## config.mk

```make
export PLATFORM = sky130hd
export DESIGN_NAME = ofr_option_flag_regs
export DESIGN_NICKNAME = d
export VERILOG_FILES = /design/src/hw/ofr_pkg.sv /design/src/hw/ofr_sticky_bit.sv /design/src/hw/ofr_option_flag_regs.sv
export SDC_FILE = /design/constraint.sdc
export NUM_CORES = 1
export LEC_CHECK = 0
export BUFFER_PORTS_ARGS = -buffer_cell sky130_fd_sc_hd__buf_2
export CORE_ASPECT_RATIO = 0.9
export CORE_MARGIN = 1.5
export CORE_UTILIZATION = 25
export CTS_CLUSTER_SIZE = 28
export DETAILED_ROUTE_END_ITERATION = 16
export GPL_ROUTABILITY_DRIVEN = 0
export PLACE_DENSITY = 0.48
export REMOVE_ABC_BUFFERS = 1
export SYNTH_ARGS = -nofsm -noshare
export SYNTH_HDL_FRONTEND = slang
export SYNTH_SLANG_ARGS = --single-unit
```

## constraint.sdc

```tcl
create_clock -name clock -period 7.3 [get_ports clock]
set_input_delay 0.365 -clock clock [delete_from_list [all_inputs] [get_ports clock]]
set_output_delay 0.365 -clock clock [all_outputs]
set_load 0.005 [all_outputs]
```

## src/hw/ofr_pkg.sv

```systemverilog
/*
   Package of the option and peripheral flag register bank: register
   indices and byte addresses, field positions, reset values and the
   packed carriers that the bank, its checker and its bench share.
   Assumes a 32-bit APB with byte addresses of twelve bits.
*/
package ofr_pkg;

   // ************************************************************
   // Register map
   // ************************************************************
   localparam int ADDR_W = 12;
   localparam int DATA_W = 32;
   localparam int FLAG_N = 4;
   localparam int LATCH_N = 6;
   localparam logic [ADDR_W-1:0] FLAGS_IDX = 12'h00C;
   localparam logic [ADDR_W-1:0] OPTION_IDX = 12'h081;
   localparam logic [ADDR_W-1:0] STATUS_IDX = 12'h082;
   localparam logic [ADDR_W-1:0] MASK_IDX = 12'h083;
   localparam logic [ADDR_W-1:0] FLAGS_ADDR = ADDR_W'(FLAGS_IDX * 4);
   localparam logic [ADDR_W-1:0] OPTION_ADDR = ADDR_W'(OPTION_IDX * 4);
   localparam logic [ADDR_W-1:0] STATUS_ADDR = ADDR_W'(STATUS_IDX * 4);
   localparam logic [ADDR_W-1:0] MASK_ADDR = ADDR_W'(MASK_IDX * 4);

   // ************************************************************
   // Field layout and reset values
   // ************************************************************
   localparam int POS_WIDE_TIMER = 0;
   localparam int POS_COMPARATOR = 3;
   localparam int POS_CONVERSION = 6;
   localparam int POS_NVM_WRITE = 7;
   localparam int FLAG_POS [FLAG_N] = '{POS_WIDE_TIMER, POS_COMPARATOR, POS_CONVERSION, POS_NVM_WRITE};
   localparam logic [7:0] OPTION_RESET = 8'hFF;
   localparam logic [FLAG_N-1:0] FLAGS_RESET = 4'h0;
   localparam logic [FLAG_N-1:0] MASK_RESET = 4'h0;
   localparam logic [7:0] RATE_TIMER_BASE = 8'hFF;
   localparam logic [7:0] RATE_WATCHDOG_BASE = 8'h7F;
   localparam logic [2:0] RATE_TOP = 3'h7;

   // ************************************************************
   // Carriers
   // ************************************************************
   typedef struct packed {
      logic pullupDisable;
      logic extIrqEdgeSelect;
      logic tickTimerClockSource;
      logic tickTimerEdgeSelect;
      logic prescalerAssign;
      logic [2:0] prescalerRate;
   } ofr_option_t;

   // Event order: wide timer, comparator, conversion, nvm write.
   typedef struct packed {
      logic nvmWriteDone;
      logic conversionDone;
      logic comparatorChange;
      logic wideTimerOverflow;
   } ofr_events_t;

   // ************************************************************
   // Packing of the four flags into their byte positions
   // ************************************************************
   function automatic logic [7:0] ofr_spread(input logic [FLAG_N-1:0] bits);
      logic [7:0] b;
      b = 8'h00;
      for (int i = 0; i < FLAG_N; i++) begin
         b[FLAG_POS[i]] = bits[i];
      end
      return b;
   endfunction

   function automatic logic [FLAG_N-1:0] ofr_gather(input logic [7:0] b);
      logic [FLAG_N-1:0] bits;
      bits = '0;
      for (int i = 0; i < FLAG_N; i++) begin
         bits[i] = b[FLAG_POS[i]];
      end
      return bits;
   endfunction

endpackage

```

## src/hw/ofr_sticky_bit.sv

```systemverilog
/*
   One sticky flag cell. A hardware set, a software set and a software
   clear may arrive in one cycle; the set always wins.
   Assumes all inputs come from logic on the same clock.
*/
`timescale 1ns/1ps
module ofr_sticky_bit
   import ofr_pkg::*;
(
   input wire logic clock,
   input wire logic rst,
   input wire logic ce,
   input wire logic resetValue,
   input wire logic hwSet,
   input wire logic swSet,
   input wire logic swClear,
   output logic flag
);

   logic flag_reg;
   logic flag_next;

   // A set in the same cycle as a clear keeps the flag.
   assign flag_next = hwSet | swSet | (flag_reg & ~swClear);

   always_ff @(posedge clock or posedge rst) begin
      if (rst) begin
         flag_reg <= 1'b0;
      end else if (ce) begin
         flag_reg <= flag_next;
      end
   end

   assign flag = flag_reg;

endmodule

```

## src/hw/ofr_option_flag_regs.sv

```systemverilog
/*
   Option register and peripheral interrupt flag register of a small
   controller core, reached over APB, with the logic the option bits
   steer: pull-up enables, external interrupt edge, tick timer source
   and edge, and the prescaler shared by tick timer and watchdog.
   Assumes event inputs are one-cycle pulses on the same clock and that
   the external interrupt and timer clock pins are asynchronous.
*/
`timescale 1ns/1ps
module ofr_option_flag_regs
   import ofr_pkg::*;
(
   input wire logic clock,
   input wire logic rst,
   input wire logic ce,
   input wire logic psel,
   input wire logic penable,
   input wire logic pwrite,
   input wire logic [ADDR_W-1:0] paddr,
   input wire logic [DATA_W-1:0] pwdata,
   input wire logic [3:0] pstrb,
   output logic [DATA_W-1:0] prdata,
   output logic pready,
   output logic pslverr,
   input wire logic [LATCH_N-1:0] portLatch,
   input wire logic extIrqPin,
   input wire logic tickTimerClockPin,
   input wire logic instructionCycleClock,
   input wire logic watchdogRawTick,
   input wire ofr_events_t events,
   output ofr_option_t option,
   output logic [LATCH_N-1:0] pullupEnable,
   output logic extIrqEvent,
   output logic tickTimerIncrement,
   output logic watchdogTick,
   output logic irq
);

   // ************************************************************
   // APB decode
   // ************************************************************
   logic [DATA_W-1:0] prdata_reg;
   logic [DATA_W-1:0] prdata_next;
   logic pready_reg;
   logic pready_next;
   logic pslverr_reg;
   logic pslverr_next;
   logic selFlags;
   logic selOption;
   logic selStatus;
   logic selMask;
   logic mapped;
   logic accessPhase;
   logic commit;
   logic writeByte;
   logic [7:0] wrData;
   logic [7:0] readByte;

   assign selFlags = (paddr == FLAGS_ADDR);
   assign selOption = (paddr == OPTION_ADDR);
   assign selStatus = (paddr == STATUS_ADDR);
   assign selMask = (paddr == MASK_ADDR);
   assign mapped = selFlags | selOption | selStatus | selMask;
   assign accessPhase = psel & penable;
   // The answer comes one cycle into the access phase; writes land then.
   assign commit = accessPhase & pready_reg;
   assign writeByte = commit & pwrite & mapped & pstrb[0];
   assign wrData = pwdata[7:0];
   assign pready_next = accessPhase & ~pready_reg;
   assign pslverr_next = accessPhase & ~pready_reg & ~mapped;

   // ************************************************************
   // Option register
   // ************************************************************
   ofr_option_t option_reg;
   ofr_option_t option_next;
   logic optionWrite;

   assign optionWrite = writeByte & selOption;
   assign option_next = optionWrite ? ofr_option_t'(wrData) : option_reg;

   always_ff @(posedge clock or posedge rst) begin
      if (rst) begin
         option_reg <= ofr_option_t'(OPTION_RESET);
      end else if (ce) begin
         option_reg <= option_next;
      end
   end

   assign option = option_reg;

   // ************************************************************
   // Peripheral flags and interrupt status
   // ************************************************************
   logic [FLAG_N-1:0] eventVec;
   logic [FLAG_N-1:0] flagBits;
   logic [FLAG_N-1:0] statusBits;
   logic [FLAG_N-1:0] wrBits;
   logic flagsWrite;
   logic statusWrite;
   logic maskWrite;
   logic [FLAG_N-1:0] mask_reg;
   logic [FLAG_N-1:0] mask_next;
   logic irq_reg;
   logic irq_next;

   // Events set flags without regard to the interrupt mask.
   assign eventVec = events;
   assign wrBits = ofr_gather(wrData);
   assign flagsWrite = writeByte & selFlags;
   assign statusWrite = writeByte & selStatus;
   assign maskWrite = writeByte & selMask;

   genvar gi;
   generate
      for (gi = 0; gi < FLAG_N; gi++) begin : gFlag
         // Flag cell: software writes the value, zero clears.
         ofr_sticky_bit uFlag (
            .clock(clock),
            .rst(rst),
            .ce(ce),
            .resetValue(FLAGS_RESET[gi]),
            .hwSet(eventVec[gi]),
            .swSet(flagsWrite & wrBits[gi]),
            .swClear(flagsWrite & ~wrBits[gi]),
            .flag(flagBits[gi])
         );
         // Status cell: writing a one clears it.
         ofr_sticky_bit uStatus (
            .clock(clock),
            .rst(rst),
            .ce(ce),
            .resetValue(FLAGS_RESET[gi]),
            .hwSet(eventVec[gi]),
            .swSet(1'b0),
            .swClear(statusWrite & wrBits[gi]),
            .flag(statusBits[gi])
         );
      end
   endgenerate

   assign mask_next = maskWrite ? wrBits : mask_reg;
   assign irq_next = |(statusBits & mask_reg);

   always_ff @(posedge clock or posedge rst) begin
      if (rst) begin
         mask_reg <= MASK_RESET;
         irq_reg <= 1'b0;
      end else if (ce) begin
         mask_reg <= mask_next;
         irq_reg <= irq_next;
      end
   end

   assign irq = irq_reg;

   // ************************************************************
   // Read path
   // ************************************************************
   // Unimplemented flag positions are never stored and read as zero.
   assign readByte = selOption ? option_reg :
                     selFlags ? ofr_spread(flagBits) :
                     selStatus ? ofr_spread(statusBits) :
                     selMask ? ofr_spread(mask_reg) :
                     8'h00;
   assign prdata_next = (pready_next & ~pwrite) ? {24'h000000, readByte} : prdata_reg;

   always_ff @(posedge clock or posedge rst) begin
      if (rst) begin
         prdata_reg <= 32'h00000000;
         pready_reg <= 1'b0;
         pslverr_reg <= 1'b0;
      end else if (ce) begin
         prdata_reg <= prdata_next;
         pready_reg <= pready_next;
         pslverr_reg <= pslverr_next;
      end
   end

   assign prdata = prdata_reg;
   assign pready = pready_reg;
   assign pslverr = pslverr_reg;

   // ************************************************************
   // Pin synchronisers
   // ************************************************************
   logic [1:0] irqPinSync_reg;
   logic [1:0] clkPinSync_reg;
   logic irqPinLast_reg;
   logic clkPinLast_reg;

   always_ff @(posedge clock or posedge rst) begin
      if (rst) begin
         irqPinSync_reg <= 2'b00;
         clkPinSync_reg <= 2'b00;
         irqPinLast_reg <= 1'b0;
         clkPinLast_reg <= 1'b0;
      end else if (ce) begin
         irqPinSync_reg <= {irqPinSync_reg[0], extIrqPin};
         clkPinSync_reg <= {clkPinSync_reg[0], tickTimerClockPin};
         irqPinLast_reg <= irqPinSync_reg[1];
         clkPinLast_reg <= clkPinSync_reg[1];
      end
   end

   // ************************************************************
   // External interrupt edge and pull-ups
   // ************************************************************
   logic irqRise;
   logic irqFall;
   logic extIrqEvent_reg;
   logic extIrqEvent_next;
   logic [LATCH_N-1:0] pullupEnable_reg;
   logic [LATCH_N-1:0] pullupEnable_next;

   assign irqRise = irqPinSync_reg[1] & ~irqPinLast_reg;
   assign irqFall = ~irqPinSync_reg[1] & irqPinLast_reg;
   assign extIrqEvent_next = option_reg.extIrqEdgeSelect ? irqRise : irqFall;
   assign pullupEnable_next = option_reg.pullupDisable ? '0 : portLatch;

   always_ff @(posedge clock or posedge rst) begin
      if (rst) begin
         extIrqEvent_reg <= 1'b0;
         pullupEnable_reg <= '0;
      end else if (ce) begin
         extIrqEvent_reg <= extIrqEvent_next;
         pullupEnable_reg <= pullupEnable_next;
      end
   end

   assign extIrqEvent = extIrqEvent_reg;
   assign pullupEnable = pullupEnable_reg;

   // ************************************************************
   // Tick timer source
   // ************************************************************
   logic clkRise;
   logic clkFall;
   logic pinTick;
   logic sourceTick;

   assign clkRise = clkPinSync_reg[1] & ~clkPinLast_reg;
   assign clkFall = ~clkPinSync_reg[1] & clkPinLast_reg;
   assign pinTick = option_reg.tickTimerEdgeSelect ? clkFall : clkRise;
   assign sourceTick = option_reg.tickTimerClockSource ? pinTick : instructionCycleClock;

   // ************************************************************
   // Shared prescaler
   // ************************************************************
   logic [7:0] prescale_reg;
   logic [7:0] prescale_next;
   logic [7:0] prescaleLimit;
   logic [2:0] limitShift;
   logic toWatchdog;
   logic prescaleIn;
   logic prescaleWrap;
   logic assignChange;
   logic tickInc_reg;
   logic tickInc_next;
   logic wdTick_reg;
   logic wdTick_next;

   assign toWatchdog = option_reg.prescalerAssign;
   assign limitShift = RATE_TOP - option_reg.prescalerRate;
   // Timer ratio is 2^(rate+1), watchdog ratio is 2^rate.
   assign prescaleLimit = toWatchdog ? (RATE_WATCHDOG_BASE >> limitShift) :
                                       (RATE_TIMER_BASE >> limitShift);
   assign prescaleIn = toWatchdog ? watchdogRawTick : sourceTick;
   // A count left at or above a lowered limit wraps on its next input instead of running round.
   assign prescaleWrap = prescaleIn & (prescale_reg >= prescaleLimit);
   // A change of owner restarts the count so neither side sees a short period.
   assign assignChange = optionWrite & (wrData[3] != option_reg.prescalerAssign);
   assign prescale_next = assignChange ? 8'h00 :
                          prescaleWrap ? 8'h00 :
                          prescaleIn ? prescale_reg + 8'h01 :
                          prescale_reg;
   // The timer bypasses the prescaler only while the watchdog owns it.
   assign tickInc_next = toWatchdog ? sourceTick : prescaleWrap;
   assign wdTick_next = toWatchdog ? prescaleWrap : watchdogRawTick;

   always_ff @(posedge clock or posedge rst) begin
      if (rst) begin
         prescale_reg <= 8'h00;
         tickInc_reg <= 1'b0;
         wdTick_reg <= 1'b0;
      end else if (ce) begin
         prescale_reg <= prescale_next;
         tickInc_reg <= tickInc_next;
         wdTick_reg <= wdTick_next;
      end
   end

   assign tickTimerIncrement = tickInc_reg;
   assign watchdogTick = wdTick_reg;

endmodule

```

==> key figures <==
Synth
  • Top post-synthesis cells by count: dfrtp_1, buf_4, nor2_1, nand2_1, o21ai_0
  • Synthesized-area fraction occupied by adder cells: 0.0367
  • FFs w/ async S/R, synth: 1.00
  • Post-synth top area cell: dfrtp_1
  • Synth Instances: 295
  • XOR/XNOR share of the synthesized area: 0.00285
  • Yosys top cell area share: 0.375
  • Multiplexer area fraction after synthesis: 0.0901
  • Synth warn: 0
  • Largest family of logic cells by synthesized area: simple AND/OR/NAND/NOR gates
  • Yosys reg bits: 54
  • EDFF count, synth: 0
  • Yosys cell types: 56
  • Mapped Area: 0.00307 sq mm
  • Most frequent cell after synthesis: dfrtp_1
  • Compound-Gate Fraction of Synth Area: 0.162
  • Main flop type after synthesis: dfrtp_1
  • Syn avg cell area: 10.4 sq um
  • Post-synthesis simple-gate area fraction: 0.167
  • Synth top area cells: dfrtp_1, dfstp_2, buf_4
  • Register area share after synthesis: 0.444

Power
  • Lkg Pwr: 1.65 nW
  • Combinational share of power: 0.227
  • Switching share of total power: 0.305
  • Power per cell area: 222 mW/mm^2
  • Clk pwr share: 0.313
  • VDD IR max: 0.0873 mV
  • Sequential Power Share: 0.460
  • Net Sw Power: 0.242 mW
  • Internal: 0.553 mW

Clock tree
  • CTS tree: yes
  • H-tree depth: 2
  • Clk sinks: 54
  • Setup bufs post-CTS: 0
  • Clock Tree Buf Depth: 2
  • CTS-repair resized insts: 0
  • Total CTS buffers: 5
  • Clk_lat worst skew: 0.29 ns
  • Root buf cell: clkbuf_16
  • Clk slew on worst S/H paths: 0.07 ns
  • Hold_buf cts: 0

Finish
  • Finished Core Util: 0.298
  • Fill count: 1241
  • Reg area: 0.00136 sq mm
  • Area grow syn2layout: 17.0%
  • Finished Layout Cells: 518
  • Area of the multi-input gates: 0.00150 sq mm
  • Final instance area: 0.00359 sq mm
  • Share of cells above drive strength 1: 0.318
  • Ant. Diodes: 0
  • Final Net Count: 434

Floorplan
  • Die Y: 108 microns
  • Die area: 0.0129 sq mm
  • I/O Pins: 120
  • Die W: 120 microns
  • Core Box Area: 0.0120 sq mm
  • Row cnt: 38
  • Starting density of the core: 0.255

Routing
  • Avg Vias per Cell: 4.66
  • DR DRC count: 0
  • Routed WL: 7510 microns
  • First-pass detailed-route iteration total: 4
  • DR WL/cell: 14.5 microns
  • Total number of vias: 2414
  • Final ANT Viol Nets: 0
  • DRT iter0 DRCs: 67

Global routing
  • Number of global-route vias before repair: 2373
  • Initial antenna violation count: 0
  • Largest net degree at the start of global routing: 55
  • Grt ovf: 0
  • Total GRT Usage: 0.120
  • First-pass GRT wire length: 12100 microns

Flow run
  • Max Cap Viol: 0

STA
  • RSZ-0062 raised after global routing: no
  • Final setup fails: 0
  • Final Cycle Share: 0.397
  • Hold Vio Cnt, Final: 0
  • Worst clock skew: 0.00534 ns
  • FMAX: 345 MHz
  • Hold Slack: 0.256 ns
  • Tightest Pin Transition: 0.870 ns
  • Max-slew headroom: 0.415
  • Tmin final: 2.90 ns
  • Final slew viol count: 0
  • Setup TNS: 0 ns

Setup path
  • Req. time, crit path: 7.51 ns
  • CP Capture Type: register
  • Worst Path Max Fanout: 10
  • Crit path kind: reg -> reg
  • Crit start category: register
  • Crit path DAT: 3.10 ns

Placement
  • Count of input and output buffers: 68
  • Post-DP HPWL: 5470 microns
  • Placed cell count: 510
  • Instance area at placement: 0.00344 sq mm

Hold path
  • HP Class: in -> async

Run status
  • Outcome: finished, final reports clean
cell families after synthesis:
logic type               count (synthesis)
adder cells (fa/ha/maj)                  9
flip-flops                              54
buffers and inverters                   44
multiplexers                            22
XOR/XNOR                                 1
other                                    1
AND/OR/NAND/NOR                         93
AO/OA/AOI/OAI                           71
critical path: stages (launching register included):
cell and delay (ns):
dfstp_2 0.68, nor2b_1 0.13, o21ai_0 0.21, ha_1 0.28, a21o_1 0.16, a221oi_1 0.30
o21ai_0 0.35, nor3_4 0.40, nand2_1 0.11, o221ai_1 0.18
power groups by stage:
stage / logic [mW] / clock network (mW) / registers [mW]
finish: 0.180 / 0.249 / 0.366
global route: 0.208 / 0.273 / 0.371
CTS: 0.183 / 0.263 / 0.365
detailed placement: 0.181 / 0 / 0.370
global placement: 0.177 / 0 / 0.370
floorplan: 0.120 / 0 / 0.362
final cells by class:
class / instances / area share
Clock buffer: 7 / 0.0397
Clock inverter: 1 / 0.00244
Inverter: 6 / 0.00628
Multi-Input combinational cell: 220 / 0.417
Sequential cell: 54 / 0.379
Tap cell: 160 / 0.0558
Timing Repair Buffer: 70 / 0.0990
routing by layer:
metal | global-route usage | up-vias | wire, microns
met5 | 0 | - | 0
met4 | 0.0298 | 0 | 59
met3 | 0.0264 | 7 | 332
met2 | 0.206 | 71 | 3580
met1 | 0.155 | 1177 | 3540
li1 | - | 1159 | -
layout by cell type (no fill, tap or decap), drive strengths merged, types with 2 or more instances in the layout:
cell type	count
dfstp	8
nor4	2
mux2	21
buf	70
nand3	14
a21o	2
a31oi	3
dfrtp	46
a22oi	6
and3	3
nor2b	2
or4	2
inv	7
nor3b	2
nand2b	7
o22ai	2
nor3	5
nand2	17
ha	9
a22o	14
and2	3
a32oi	3
nand4b	2
a21oi	11
o32a	4
conb	24
o21ai	17
clkbuf	7
nand4	2
nor2	25
per-stage QoR:
step | power, mW | worst slack, ns
2_1_floorplan | 0.483 | 4.81
3_3_place_gp | 0.547 | 4.43
3_5_place_dp | 0.551 | 4.42
4_1_cts | 0.811 | 4.40
5_1_grt | 0.853 | 4.10
6_report | 0.795 | 4.40
worst paths after layout:
check | startpoint | to | slack (ns) | cells past startpoint
max | toWatchdog$_DFFE_PP1P_ | prescale_reg[3]$_DFFE_PP0P_ | 4.40 | 9
min | rst | irqPinSync_reg[1]$_DFFE_PP0P_ | 0.26 | 3
max reg2reg | toWatchdog$_DFFE_PP1P_ | prescale_reg[3]$_DFFE_PP0P_ | 4.40 | 9
min reg2reg | gFlag[0].uFlag.flag$_DFFE_PP0P_ | gFlag[0].uFlag.flag$_DFFE_PP0P_ | 0.50 | 1
max in group asynchronous | rst | prdata[2]$_DFFE_PP0P_ | 6.55 | 3
min in group clock | portLatch[0] | pullupEnable[0]$_DFFE_PP0P_ | 0.28 | 2
Power figures use the tool's default switching activity.
